==> src/logic/smo_pkg.sv <==
// Purpose: constants for the status monitor output multiplexer
// Assumes: pclk at 10 MHz, APB registers at aligned byte offsets
// Notes: pulse widths are derived from nanosecond figures
// Overview of operation
// overflow group: outputs 7..1 follow each Tx/Rx filter stage overflow
// cal/state group: outputs 7..4 carry calibration sequencer state
// cal/state group: outputs 3..0 carry radio state machine state
// peak detector reset indicator on output 6 of one group, 4 of another
// gain freeze indicator high when freeze bits hold a locked gain
// digital saturation latches, clears on gain change, masked in reset
// Tx quadrature group outputs 7..6 show 2-bit calibration state
// single high pulse near 480 ns when quadrature calibration finishes; here 4 pclk cycles, 400 ns
// output 4 high while RF DC calibration runs
// baseband DC busy high for baseband and again for RF DC calibration
// second gain group: AGC state, peak reset, RF DC cal state
// output 3 high while the RSSI word is valid
// outputs 7..0 present auxiliary ADC result bits 11..4
// output 7 pulses near 65 ns on each filter power word; here one pclk cycle, 100 ns
// output 3 pulses per ADC power word when ADC power feeds AGC
// signal present: manual high, slow/hybrid 400 ns dip, fast waits lock
// short pulse near 30 ns on each RF offset word update; here one pclk cycle, 100 ns
// RF offset measuring flag forced low during gain change
// pulse near 30 ns whenever offset tracking count is reached; here one pclk cycle, 100 ns
// gain index group: output 7 gain lock, 6..0 Rx gain index
// decimated power valid: manual high, dips about 400 ns on gain change
// charge pump group outputs 7..4 show Rx charge pump cal state
// baseband processor enables the output pins before they show data
// selector picks the group; undefined bits held low
package smo_pkg;
    localparam logic [11:0] ADDR_SEL    = 12'h000;
    localparam logic [11:0] ADDR_PIN_EN = 12'h004;
    localparam logic [11:0] ADDR_OUTS   = 12'h008;
    localparam logic [7:0]  SEL_RESET   = 8'h00;
    localparam logic [7:0]  PIN_EN_RESET = 8'h00;

    localparam logic [7:0] GRP_OVF   = 8'h0a;
    localparam logic [7:0] GRP_CAL   = 8'h0b;
    localparam logic [7:0] GRP_GAIN1 = 8'h0c;
    localparam logic [7:0] GRP_QUAD  = 8'h0d;
    localparam logic [7:0] GRP_BBDC  = 8'h0e;
    localparam logic [7:0] GRP_GAIN2 = 8'h0f;
    localparam logic [7:0] GRP_RSSI  = 8'h10;
    localparam logic [7:0] GRP_AUX   = 8'h11;
    localparam logic [7:0] GRP_PWR   = 8'h12;
    localparam logic [7:0] GRP_DCTRK = 8'h15;
    localparam logic [7:0] GRP_GIDX  = 8'h16;
    localparam logic [7:0] GRP_DECP  = 8'h18;
    localparam logic [7:0] GRP_CP    = 8'h19;

    localparam logic [1:0] MODE_MANUAL = 2'h0;
    localparam logic [1:0] MODE_SLOW   = 2'h1;
    localparam logic [1:0] MODE_HYBRID = 2'h2;
    localparam logic [1:0] MODE_FAST   = 2'h3;

    localparam int CLK_MHZ      = 10;
    localparam int QDONE_NS     = 480;
    localparam int FPWR_NS      = 65;
    localparam int OFFS_NS      = 30;
    localparam int GAIN_DIP_NS  = 400;

    function automatic logic [3:0] ns_to_cyc(input int ns);
        int c;
        c = ns * CLK_MHZ / 1000;
        if (c < 1) begin
            c = 1;
        end
        return c[3:0];
    endfunction : ns_to_cyc

    localparam logic [3:0] QDONE_CYC = ns_to_cyc(QDONE_NS);
    localparam logic [3:0] FPWR_CYC  = ns_to_cyc(FPWR_NS);
    localparam logic [3:0] OFFS_CYC  = ns_to_cyc(OFFS_NS);
    localparam logic [3:0] DIP_CYC   = ns_to_cyc(GAIN_DIP_NS);

    localparam int NPULSE  = 8;
    localparam int P_QDONE = 0;
    localparam int P_FPWR  = 1;
    localparam int P_APWR  = 2;
    localparam int P_OUPD  = 3;
    localparam int P_TRK   = 4;
    localparam int P_SPDIP = 5;
    localparam int P_DPDIP = 6;
    localparam int P_APWR2 = 7;
endpackage : smo_pkg

==> src/logic/smo_pulse.sv <==
// Purpose: per-channel one-shot pulse generators
// Assumes: triggers are single-cycle pulses on pclk
// Notes: a retrigger restarts the count
`timescale 1ns/100ps
`default_nettype none
module smo_pulse #(
    parameter int                N     = 8,
    parameter logic [N*4-1:0]    WIDTH = '0
) (
    input  wire logic          pclk,
    input  wire logic          presetn,
    input  wire logic [N-1:0]  trig,
    output logic      [N-1:0]  pulse
);
    genvar i;
    generate
        for (i = 0; i < N; i++) begin : g_ch
            logic [3:0] cnt_q;
            always_ff @(posedge pclk or negedge presetn) begin
                if (!presetn) begin
                    cnt_q <= 4'h0;
                end else if (trig[i]) begin
                    cnt_q <= WIDTH[i*4 +: 4];
                end else if (cnt_q != 4'h0) begin
                    cnt_q <= cnt_q - 4'h1;
                end
            end
            assign pulse[i] = (cnt_q != 4'h0);
        end
    endgenerate
endmodule : smo_pulse
`default_nettype wire

==> src/logic/smo_top.sv <==
// Purpose: routes internal status groups onto eight control output pins
// Assumes: status inputs are on pclk except ctrl_in2, a pin
// Notes: one cycle from mux_d to pin, pins gated by enable register
//
// The APB register port and the placing of the registers were left to the implementer.
`timescale 1ns/100ps
`default_nettype none
module smo_top (
    input  wire logic        pclk,
    input  wire logic        presetn,
    input  wire logic        psel,
    input  wire logic        penable,
    input  wire logic        pwrite,
    input  wire logic [11:0] paddr,
    input  wire logic [31:0] pwdata,
    output logic      [31:0] prdata,
    output logic             pready,
    output logic             pslverr,
    input  wire logic [6:0]  stage_ovf,
    input  wire logic [3:0]  cal_seq_state,
    input  wire logic [3:0]  radio_state_machine,
    input  wire logic        energy_lost,
    input  wire logic        pkd_reset,
    input  wire logic        freeze_bits,
    input  wire logic        gain_lock,
    input  wire logic        dig_overload,
    input  wire logic        gain_change,
    input  wire logic        gain_changing,
    input  wire logic [1:0]  tx_quad_cal_state,
    input  wire logic        tx_quad_cal_fin,
    input  wire logic        rf_dc_cal_busy,
    input  wire logic        bb_dc_cal_busy,
    input  wire logic [2:0]  agc_state,
    input  wire logic [1:0]  rf_dc_cal_state,
    input  wire logic        rssi_valid,
    input  wire logic [11:0] aux_adc_word,
    input  wire logic        filt_pwr_evt,
    input  wire logic        adc_pwr_evt,
    input  wire logic        adc_pwr_agc_src,
    input  wire logic        adc_pwr2_evt,
    input  wire logic        stronger_signal,
    input  wire logic [1:0]  gain_mode,
    input  wire logic        gain_upd_expire,
    input  wire logic        ctrl_in2,
    input  wire logic        dig_pwr_above,
    input  wire logic        offset_word_upd,
    input  wire logic        offset_calc,
    input  wire logic        track_count_evt,
    input  wire logic [6:0]  rx_gain_index,
    input  wire logic        dec_pwr_valid,
    input  wire logic [3:0]  rx_charge_pump_cal_state,
    output logic      [7:0]  ctrl_out
);
    logic [7:0] sel_q;
    logic [7:0] pin_en_q;
    logic [7:0] mux_d;
    logic [7:0] out_q;
    logic       sat_q;
    logic       freeze_q;
    logic       in2_s1_q;
    logic       in2_s2_q;
    logic       in2_s3_q;
    logic       in2_rise;
    logic [smo_pkg::NPULSE-1:0] trig;
    logic [smo_pkg::NPULSE-1:0] pulse;
    logic       sig_present;
    logic       dec_valid;
    logic       rf_offset_measuring_flag;
    logic       wr_en;
    logic       rd_setup;
    logic       addr_ok;

    // apb slave, zero wait states
    assign pready  = 1'b1;
    assign addr_ok = (paddr == smo_pkg::ADDR_SEL) ||
                     (paddr == smo_pkg::ADDR_PIN_EN) ||
                     (paddr == smo_pkg::ADDR_OUTS);
    assign pslverr = psel && penable && !addr_ok;
    assign wr_en   = psel && penable && pwrite && addr_ok;
    assign rd_setup = psel && !penable && !pwrite;

    always_ff @(posedge pclk or negedge presetn) begin
        if (!presetn) begin
            sel_q <= smo_pkg::SEL_RESET;
        end else if (wr_en && paddr == smo_pkg::ADDR_SEL) begin
            sel_q <= pwdata[7:0];
        end
    end

    always_ff @(posedge pclk or negedge presetn) begin
        if (!presetn) begin
            pin_en_q <= smo_pkg::PIN_EN_RESET;
        end else if (wr_en && paddr == smo_pkg::ADDR_PIN_EN) begin
            pin_en_q <= pwdata[7:0];
        end
    end

    always_ff @(posedge pclk or negedge presetn) begin
        if (!presetn) begin
            prdata <= 32'h0000_0000;
        end else if (rd_setup) begin
            unique case (paddr)
                smo_pkg::ADDR_SEL:    prdata <= {24'h00_0000, sel_q};
                smo_pkg::ADDR_PIN_EN: prdata <= {24'h00_0000, pin_en_q};
                smo_pkg::ADDR_OUTS:   prdata <= {24'h00_0000, out_q};
                default:              prdata <= 32'h0000_0000;
            endcase
        end
    end

    // hybrid gain update input comes from a pin
    always_ff @(posedge pclk or negedge presetn) begin
        if (!presetn) begin
            in2_s1_q <= 1'b0;
            in2_s2_q <= 1'b0;
            in2_s3_q <= 1'b0;
        end else begin
            in2_s1_q <= ctrl_in2;
            in2_s2_q <= in2_s1_q;
            in2_s3_q <= in2_s2_q;
        end
    end
    assign in2_rise = in2_s2_q && !in2_s3_q;

    // digital saturation: set wins, masked while detectors held in reset
    always_ff @(posedge pclk or negedge presetn) begin
        if (!presetn) begin
            sat_q <= 1'b0;
        end else if (dig_overload && !pkd_reset) begin
            sat_q <= 1'b1;
        end else if (gain_change) begin
            sat_q <= 1'b0;
        end
    end

    always_ff @(posedge pclk or negedge presetn) begin
        if (!presetn) begin
            freeze_q <= 1'b0;
        end else begin
            freeze_q <= freeze_bits && gain_lock;
        end
    end

    assign trig[smo_pkg::P_QDONE] = tx_quad_cal_fin;
    assign trig[smo_pkg::P_FPWR]  = filt_pwr_evt;
    assign trig[smo_pkg::P_APWR]  = adc_pwr_evt && adc_pwr_agc_src;
    assign trig[smo_pkg::P_OUPD]  = offset_word_upd;
    assign trig[smo_pkg::P_TRK]   = track_count_evt;
    assign trig[smo_pkg::P_SPDIP] =
        (gain_mode == smo_pkg::MODE_SLOW && gain_upd_expire) ||
        (gain_mode == smo_pkg::MODE_HYBRID && in2_rise);
    assign trig[smo_pkg::P_DPDIP] = gain_change;
    assign trig[smo_pkg::P_APWR2] = adc_pwr2_evt;

    smo_pulse #(
        .N     (smo_pkg::NPULSE),
        .WIDTH ({smo_pkg::FPWR_CYC, smo_pkg::DIP_CYC, smo_pkg::DIP_CYC,
                 smo_pkg::OFFS_CYC, smo_pkg::OFFS_CYC, smo_pkg::FPWR_CYC,
                 smo_pkg::FPWR_CYC, smo_pkg::QDONE_CYC})
    ) u_pulse (
        .pclk    (pclk),
        .presetn (presetn),
        .trig    (trig),
        .pulse   (pulse)
    );

    always_comb begin
        if (gain_mode == smo_pkg::MODE_MANUAL) begin
            sig_present = 1'b1;
        end else if (gain_mode == smo_pkg::MODE_FAST) begin
            sig_present = gain_lock && dig_pwr_above;
        end else begin
            sig_present = dig_pwr_above && !pulse[smo_pkg::P_SPDIP];
        end
    end

    assign dec_valid = (gain_mode == smo_pkg::MODE_MANUAL) ||
                       (dec_pwr_valid && !pulse[smo_pkg::P_DPDIP]);
    assign rf_offset_measuring_flag = offset_calc && !gain_changing;

    // group selection, unused bits low
    always_comb begin
        mux_d = 8'h00;
        unique case (sel_q)
            smo_pkg::GRP_OVF: mux_d = {stage_ovf, 1'b0};
            smo_pkg::GRP_CAL: mux_d = {cal_seq_state,
                                       radio_state_machine};
            smo_pkg::GRP_GAIN1: mux_d = {energy_lost, pkd_reset, 2'b00,
                                         freeze_q, sat_q, 2'b00};
            smo_pkg::GRP_QUAD: mux_d = {tx_quad_cal_state,
                                        pulse[smo_pkg::P_QDONE],
                                        rf_dc_cal_busy, 4'h0};
            smo_pkg::GRP_BBDC: mux_d = {3'b000,
                                        bb_dc_cal_busy || rf_dc_cal_busy,
                                        4'h0};
            smo_pkg::GRP_GAIN2: mux_d = {agc_state, pkd_reset, 1'b0,
                                         rf_dc_cal_state, 1'b0};
            smo_pkg::GRP_RSSI: mux_d = {4'h0, rssi_valid, 3'b000};
            smo_pkg::GRP_AUX: mux_d = aux_adc_word[11:4];
            smo_pkg::GRP_PWR: mux_d = {pulse[smo_pkg::P_FPWR], gain_lock,
                                       energy_lost, stronger_signal,
                                       pulse[smo_pkg::P_APWR],
                                       agc_state};
            smo_pkg::GRP_DCTRK: mux_d = {sig_present,
                                         pulse[smo_pkg::P_OUPD],
                                         rf_offset_measuring_flag,
                                         pulse[smo_pkg::P_TRK],
                                         4'h0};
            smo_pkg::GRP_GIDX: mux_d = {gain_lock, rx_gain_index};
            smo_pkg::GRP_DECP: mux_d = {6'h00, dec_valid,
                                        pulse[smo_pkg::P_APWR2]};
            smo_pkg::GRP_CP: mux_d = {rx_charge_pump_cal_state,
                                      4'h0};
            default: mux_d = 8'h00;
        endcase
    end

    always_ff @(posedge pclk or negedge presetn) begin
        if (!presetn) begin
            out_q <= 8'h00;
        end else begin
            out_q <= mux_d & pin_en_q;
        end
    end
    assign ctrl_out = out_q;

    logic all_on;
    assign all_on = (pin_en_q == 8'hff);

    logic unused_ok;
    assign unused_ok = &{1'b0, pwdata[31:8]};
endmodule : smo_top
`default_nettype wire

==> config.mk <==
export PLATFORM = sky130hd
export DESIGN_NAME = smo_top
export DESIGN_NICKNAME = d
export VERILOG_FILES = /design/src/logic/smo_pkg.sv /design/src/logic/smo_pulse.sv /design/src/logic/smo_top.sv
export SDC_FILE = /design/constraint.sdc
export NUM_CORES = 1
export LEC_CHECK = 0
export BUFFER_PORTS_ARGS = -buffer_cell sky130_fd_sc_hd__buf_2
export CAP_MARGIN = 10
export CORE_UTILIZATION = 56
export CTS_BUF_LIST = sky130_fd_sc_hd__clkbuf_8
export DETAILED_ROUTE_END_ITERATION = 12
export GPL_TIMING_DRIVEN = 0
export PLACE_DENSITY = 0.89
export SLEW_MARGIN = 20
export SYNTH_ARGS = -nofsm -noshare
export SYNTH_HDL_FRONTEND = slang
export SYNTH_HIERARCHICAL = 1
export SYNTH_SLANG_ARGS = --single-unit
==> constraint.sdc <==
create_clock -name pclk -period 3.8 [get_ports pclk]
set_clock_uncertainty 0.15 [all_clocks]
set_input_delay 0.38 -clock pclk [delete_from_list [all_inputs] [get_ports pclk]]
set_output_delay 0.38 -clock pclk [all_outputs]
set_load 0.05 [all_outputs]
==> metrics.md, run 1 <==
| Metric | Value |
|---|---|
| Final hold vios | `0` |
| Drt drc | `0` |
| Net Switching | `around 0.8 mW` |
| Via Count | `4,052` |
| Data arrival time of the worst path | `2.31 ns` |
| Drt total wl | `11,560 um` |
| Routed len/inst | `around 16 um` |
| Fin nets | `736` |
| Drt initial violations | `355` |
| Slew margin rel. | `roughly three fifths` |
| Root buf cell | `clkbuf_8` |
| Netlist cell types | `59` |
| Least-Margin Pin Slew | `0.6187 ns` |
| Mapped Cells | `roughly 460` |
| Sequential share of power | `41.4%` |
| Final period util | `58.57%` |
| Peak supply drop | `slightly below 0.3 mV` |
| Vias in the first global route | `between 3,000 and 4,000` |
| CP max-delay cell | `or3b_4` |
| Ys flop type | `dfrtp_1` |
| Synth top area share | `38.60%` |
| Buffers on Ports | `107` |
| Largest net degree at the start of global routing | `39` |
| Multi-input gate area | `2420 um2` |
| Clk_lat worst skew | `0.35 ns` |
| PD cells | `447.4 nW/um2` |
| Maximum clock insertion buffer count | `2` |
| Outcome | `completed` |
| Sequential-to-total area share from yosys stat | `38.60%` |
| Initial antenna violation count | `0` |
| Max Clk Rate | `449.3 MHz` |
| Yosys warns | `6` |
| Initial Util | `57.89%` |
| Top fanout value on the critical path | `5` |
| Max stage delay on crit path | `around 0.42 ns` |
| Area growth syn-to-layout | `22.01%` |
| Post-DP Area | `5245 um2` |
| Leak | `2.674 nW` |
| Critical Path End Type | `flip-flop` |
| RSZ-0062 raised after global routing | `no` |
| Setup_tns | `0 ns` |
| Routed Antenna Nets | `0` |
| Count of clock tree sinks | `69` |
| Largest cells by area after synthesis | `dfrtp_1 39%, mux2_2 7.0%, nor2b_1 5.0%, buf_4 4.7%, mux2i_1 4.5%` |
| RePlAce Congestion | `~0.9` |
| Grt total ovfl | `0` |
| # rows | `32` |
| CTS H-Tree Depth | `3` |
| Area leader, netlist | `dfrtp_1` |
| I/O pin cnt | `161` |
| Finished Cell Area | `5458 um2` |
| CTS tree | `built` |
| Share of cells above drive strength 1 | `33.44%` |
| EDFF count, synth | `0` |
| Crit-path leading delay family | `compound AO/OA/AOI/OAI gates` |
| Critical Path RT | `3.88 ns` |
| Die W | `91.38 um` |
| Critical path, cell by cell | `inv_1 -> ha_1 -> or3b_4 -> a22oi_1 -> o21ai_0 -> and3_1 -> o31a_1` |
| Die H | `91.38 um` |
| Switching Fraction | `32.96%` |
| Top-count cell post-synth | `dfrtp_1` |
| Async S/R FF share, synth | `100.0%` |
| First-pass GRT wire length | `18,480 um` |
| Worst-path clk slew | `0.07 ns` |
| Ant. Diodes | `0` |
| Register area | `1727 um2` |
| Core outline area | `7727 um2` |
| Post-CTS Setup Repair Bufs | `0` |
| Final setup violation count | `0` |
| GRT Util Overall | `28.43%` |
| Internal | `1.637 mW` |
| FF+latch count, synth | `between 60 and 70` |
| Combinational power share | `34.1%` |
| Cell Area, Synth | `around 4500 um2` |
| Critical path class | `flip-flop to flip-flop` |
| Fin. max-slew vios | `0` |
| Fillers | `just over 600` |
| Routed vias/inst | `5.691` |
| Final min period | `2.226 ns` |
| Commonest cells in the netlist | `69 x dfrtp_1, 36 x nor2b_1, 30 x nor2_1, 28 x buf_4, 28 x mux2_2` |
| WP buf/inv | `1` |
| Post-DP HPWL | `8855 um` |
| Syn_area_per_cell | `between 9 and 10 um2` |
| TritonRoute pass-1 iters | `6` |
| Clock power frac | `24.5%` |
| TritonCTS buffer count | `9` |
| Full die area | `8349 um2` |
| Worst setup SP type | `flip-flop` |
| MaxCap Viol Count | `0` |
| Hold Crit Class | `input pin to flip-flop` |
sequential cells by signal, indices dropped and copies added (netlist names), 8 cells and up:
register and cells:
ctrl_out 8, pin_en_q 8, prdata 8, sel_q 8, u_pulse/g_ch.cnt_q 32
repair_timing:
action,4_1_cts,5_1_grt
endpoints found under the hold margin,32,0
gates resized for setup,0,0
setup endpoints to repair,0,0
hold buffers,2,0
through the flow:
step                      power [mW]  worst slack (ns)  cells  util, %  hold WS [ns]
after floorplan                1.622             1.848    485        -      -0.06559
after global placement         1.760             1.690    694    67.58        0.1844
after detailed placement       1.837             1.633    695    67.88        0.2033
final                          2.442             1.574    712    70.63       0.09423
after global routing           2.573             1.558    712    70.63        0.1140
after CTS                      2.434             1.604    712    70.63       0.09175
cell families after synthesis:
| kind of cell | share of synthesized area, % |
|---|---|
| compound gates | 12.95 |
| xor+xnor | 0.1958 |
| fa+ha+maj | 3.077 |
| buf+inv | 9.230 |
| flops | 38.60 |
| mux | 12.45 |
| other cells | 0.1679 |
| simple gates | 23.33 |
worst paths after layout:
check,from,cells after the start,end,slack [ns]
max,u_pulse/g_ch[1].cnt_q[0],7,ctrl_out[7],1.57
min,freeze_bits,2,freeze_q,0.09
max reg2reg,u_pulse/g_ch[1].cnt_q[0],7,ctrl_out[7],1.57
min reg2reg,in2_s1_q,0,in2_s2_q,0.23
max in group asynchronous,presetn,3,u_pulse/g_ch[0].cnt_q[0],2.59
min in group asynchronous,presetn,2,u_pulse/g_ch[5].cnt_q[3],0.36
area by class of cell:
cell class / count / share of cell area, %
Multi-Input combinational cell: 348 / 44.34
Sequential cell: 69 / 31.64
Timing Repair Buffer: 110 / 10.59
Buffer: 42 / 5.777
Clock buffer: 11 / 2.774
Tap cell: 102 / 2.338
Inverter: 26 / 1.788
Clock inverter: 4 / 0.7565
worst register-to-register path, stage by stage, from the launching register on:
cell and delay (ns):
dfrtp_1 0.41, inv_1 0.07, ha_1 0.22, or3b_4 0.42, a22oi_1 0.23, o21ai_0 0.12, and3_1 0.20, o31a_1 0.28
routing by layer:
metal	GRT usage (%)	wire, um	vias to the layer above
met5	0	0	-
met2	46.53	5595	218
met4	12.17	350	0
li1	-	-	1873
met3	6.700	976	39
met1	35.99	4642	1922
power groups by stage:
stage / Clock (mW) / Sequential (mW) / Combinational [mW]
CTS: 0.600 / 1.00 / 0.829
global route: 0.634 / 1.03 / 0.910
global placement: 0 / 1.00 / 0.757
finish: 0.599 / 1.01 / 0.832
detailed placement: 0 / 1.02 / 0.821
floorplan: 0 / 0.983 / 0.639
cells in the final DEF, fill, tap and decap left out, drive strengths merged, types with 6 or more instances in the layout:
cell,netlist,layout
buf,38,146
dfrtp,69,69
nor2b,36,36
nor2,31,31
mux2,31,31
inv,26,29
nand2,27,27
conb,2,25
a21oi,21,21
nor3,21,21
mux2i,20,20
clkbuf,4,15
o21ai,14,14
ha,11,11
o22ai,8,8
nand2b,8,8
nor3b,8,8
nand3b,7,7
a22oi,7,7
nand3,7,7
a211oi,6,6
(Power assumes the default switching activity.)
==> run 2, diff against run 1 <==
Settings changed: CORE_UTILIZATION 56 to 47, PLACE_DENSITY 0.89 to 0.79.
Clock period 3.8 ns to 2 ns, I/O delays scaled along.
==> metrics.md, run 2 (synthesis gave the netlist of run 1 again) <==
| Metric | Value |
|---|---|
| R2R cell count | `7 (unchanged)` |
| Grt total ovfl | `0 (unchanged)` |
| Data arrival time of the worst path | `2.08 ns (was 2.31 ns)` |
| PD cells | `842.1 nW/um2 (was 447.4 nW/um2)` |
| GRT Util Overall | `24.29% (was 28.43%)` |
| Critical path, cell by cell | `inv_2 -> ha_4 -> or3b_4 -> a22oi_2 -> o21ai_1 -> and3_1 -> o31a_1 (was inv_1 -> ha_1 -> or3b_4 -> a22oi_1 -> o21ai_0 -> and3_1 -> o31a_1)` |
| Core outline area | `9240 um2 (was 7727 um2)` |
| Hold Path End | `u_pulse/g_ch[0].cnt_q[2] (was freeze_q)` |
| Drt total wl | `12,180 um (was 11,560 um)` |
| Leak | `2.840 nW (was 2.674 nW)` |
| Peak supply drop | `0.5660 mV (was 0.2899 mV)` |
| Via Count | `4,134 (was 4,052)` |
| Maximum clock insertion buffer count | `2 (unchanged)` |
| Final hold vios | `0 (unchanged)` |
| MaxCap Viol Count | `0 (unchanged)` |
| Max stage delay on crit path | `0.39 ns (was 0.42 ns)` |
| Die W | `99.56 um (was 91.38 um)` |
| Largest register FFs | `32 (unchanged)` |
| Final Worst Setup Slack | `0.004616 ns (was 1.574 ns)` |
| CTS tree | `built (unchanged)` |
| Hold Crit Start | `tx_quad_cal_fin (was freeze_bits)` |
| Die H | `99.56 um (was 91.38 um)` |
| Critical path class | `flip-flop to flip-flop (unchanged)` |
| RePlAce Congestion | `0.9434 (was 0.9271)` |
| Fillers | `751 (was 610)` |
| Root buf cell | `clkbuf_8 (unchanged)` |
| Worst Setup SP | `u_pulse/g_ch[1].cnt_q[0] (unchanged)` |
| Most frequent cells in the layout | `110 x buf_2, 69 x dfrtp_1, 45 x buf_4, 36 x nor2b_1, 30 x nor2_1 (was 110 x buf_2, 69 x dfrtp_1, 36 x nor2b_1, 30 x nor2_1)` |
| Final setup violation count | `0 (unchanged)` |
| Area growth syn-to-layout | `31.97% (was 22.01%)` |
| # rows | `35 (was 32)` |
| Full die area | `9911 um2 (was 8349 um2)` |
| Drt drc | `0 (unchanged)` |
| Reg2Reg Setup Slack | `0.005 ns (was 1.57 ns)` |
| Fin nets | `769 (was 736)` |
| Worst-path clk slew | `0.07 ns (about the same)` |
| Final period util | `99.77% (was 58.57%)` |
| Most common cell after layout, fill and taps aside | `buf_2 (unchanged)` |
| Buffers on Ports | `107 (unchanged)` |
| Final core utilization | `63.89% (was 70.63%)` |
| Least-Margin Pin Slew | `0.6209 ns (was 0.6187 ns)` |
| Place WS | `-0.1333 ns (was 1.633 ns)` |
| Post-DP HPWL | `8806 um (was 8855 um)` |
| Met2 wire len | `5807 um (was 5595 um)` |
| Origin of the critical flop-to-flop path | `u_pulse/g_ch[1].cnt_q[0] (unchanged)` |
| Routed vias/inst | `5.362 (was 5.691)` |
| Critical Path RT | `2.08 ns (was 3.88 ns)` |
| Max Clk Rate | `501.2 MHz (was 449.3 MHz)` |
| Pwr Total | `4.971 mW (was 2.442 mW)` |
| Most flop-heavy register | `u_pulse/g_ch.cnt_q (unchanged)` |
| Clk_lat worst skew | `0.35 ns (about the same)` |
| Outcome | `completed (unchanged)` |
| RSZ-0062 raised after global routing | `yes (was no)` |
| WP buf/inv | `1 (unchanged)` |
| Initial antenna violation count | `0 (unchanged)` |
| Post-Route M1 WL | `5218 um (was 4642 um)` |
| I/O pin cnt | `161 (unchanged)` |
| Top sig layer | `met4 (unchanged)` |
| TritonRoute pass-1 iters | `5 (was 6)` |
| First-pass GRT wire length | `18,600 um (was 18,480 um)` |
| TritonCTS buffer count | `9 (unchanged)` |
| Routed len/inst | `15.80 um (was 16.24 um)` |
| Crit-path leading delay family | `simple AND/OR/NAND/NOR gates (was compound AO/OA/AOI/OAI gates)` |
| Worst r2r dst | `ctrl_out[7] (unchanged)` |
| Fin. max-slew vios | `0 (unchanged)` |
| Ant. Diodes | `0 (unchanged)` |
| Worst setup SP type | `flip-flop (unchanged)` |
| CTS H-Tree Depth | `3 (unchanged)` |
| Hold Crit Class | `input pin to flip-flop (unchanged)` |
| Share of cells above drive strength 1 | `38.16% (was 33.44%)` |
| Critical Path End Type | `flip-flop (unchanged)` |
| Top fanout value on the critical path | `5 (unchanged)` |
| Vias in the first global route | `3,925 (was 3,852)` |
| Slew margin rel. | `58.17% (was 58.32%)` |
| Final min period | `1.995 ns (was 2.226 ns)` |
| Initial Util | `48.41% (was 57.89%)` |
| CP max-delay cell | `dfrtp_1 (was or3b_4)` |
| Routed Antenna Nets | `0 (unchanged)` |
| Drt initial violations | `282 (was 355)` |
| Largest net degree at the start of global routing | `36 (was 39)` |
| Setup_tns | `0 ns (unchanged)` |
| Met3 wire length | `802 um (was 976 um)` |
| Count of clock tree sinks | `69 (unchanged)` |
| Worst hold path depth | `2 (unchanged)` |
==> run 2: cell count changes in the layout (fill, tap and decap cells not counted), moves of 2 or more <==
cell / before / now
a22oi_1: 7 / 5
inv_1: 29 / 20
ha_4: 0 / 4
a22oi_2: 0 / 2
o21ai_0: 14 / 12
ha_1: 11 / 5
nor3b_4: 0 / 3
buf_4: 29 / 45
dlygate4sd3_1: 2 / 19
nor3b_2: 3 / 0
o21ai_1: 0 / 2
ha_2: 0 / 2
inv_2: 0 / 8
==> run 2: timing repair <==
item                                   in CTS  in global routing
pin swaps                                   0                 11
gates cloned                                0                  0
setup endpoints to repair                   2                  6
gates resized for setup                     6                 29
buffers inserted                            3                 13
hold buffers                               18                  1
endpoints found under the hold margin      60                  1
==> run 2: layout make-up <==
| cell class | instances | area [um2] | share of cell area, % |
|---|---|---|---|
| multi-input cells | 348 | 2552 | 43.24 |
| flip-flops and latches | 69 | 1727 | 29.25 |
| repair buffers | 143 | 868.3 | 14.71 |
| plain buffers | 42 | 316.6 | 5.362 |
| well taps | 129 | 161.4 | 2.734 |
| clock buffers | 10 | 137.6 | 2.331 |
| inverters | 26 | 97.59 | 1.653 |
| clock inverters | 4 | 42.54 | 0.7206 |
==> run 2: stage by stage <==
| stage | instances | area [um2] | hold WS, ns |
|---|---|---|---|
| global placement | 721 | 5256 | 0.1600 |
| detailed placement | 722 | 5279 | 0.03321 |
| CTS | 757 | 5694 | 0.004452 |
| global route | 771 | 5903 | 0.03320 |
| finish | 771 | 5903 | 0.01784 |
| floorplan | 485 | 4559 | -0.2456 |
==> run 2: report_power, final <==
| part | internal, mW | switching (mW) |
|---|---|---|
| sequential | 1.65 | 0.276 |
| clock | 0.585 | 0.507 |
| combinational | 1.10 | 0.846 |
| total | 3.34 | 1.63 |
==> run 2: how the worst max path moves through the flow <==
| stage | end | slack [ns] | cells past startpoint |
|---|---|---|---|
| final | ctrl_out[7] | 0.005 | 7 |
| after global routing | ctrl_out[6] | -0.05 | 6 |
| after CTS | ctrl_out[7] | -0.04 | 8 |
| after detailed placement | ctrl_out[7] | -0.13 | 7 |
| after global placement | ctrl_out[7] | -0.11 | 7 |
| after floorplan | ctrl_out[7] | 0.07 | 7 |
==> run 2: routing by layer <==
| layer | vias up | global-route usage (%) |
|---|---|---|
| met5 | - | 0 |
| met4 | 0 | 10.63 |
| met3 | 27 | 4.989 |
| met2 | 208 | 39.85 |
| met1 | 1949 | 31.11 |
| li1 | 1950 | - |
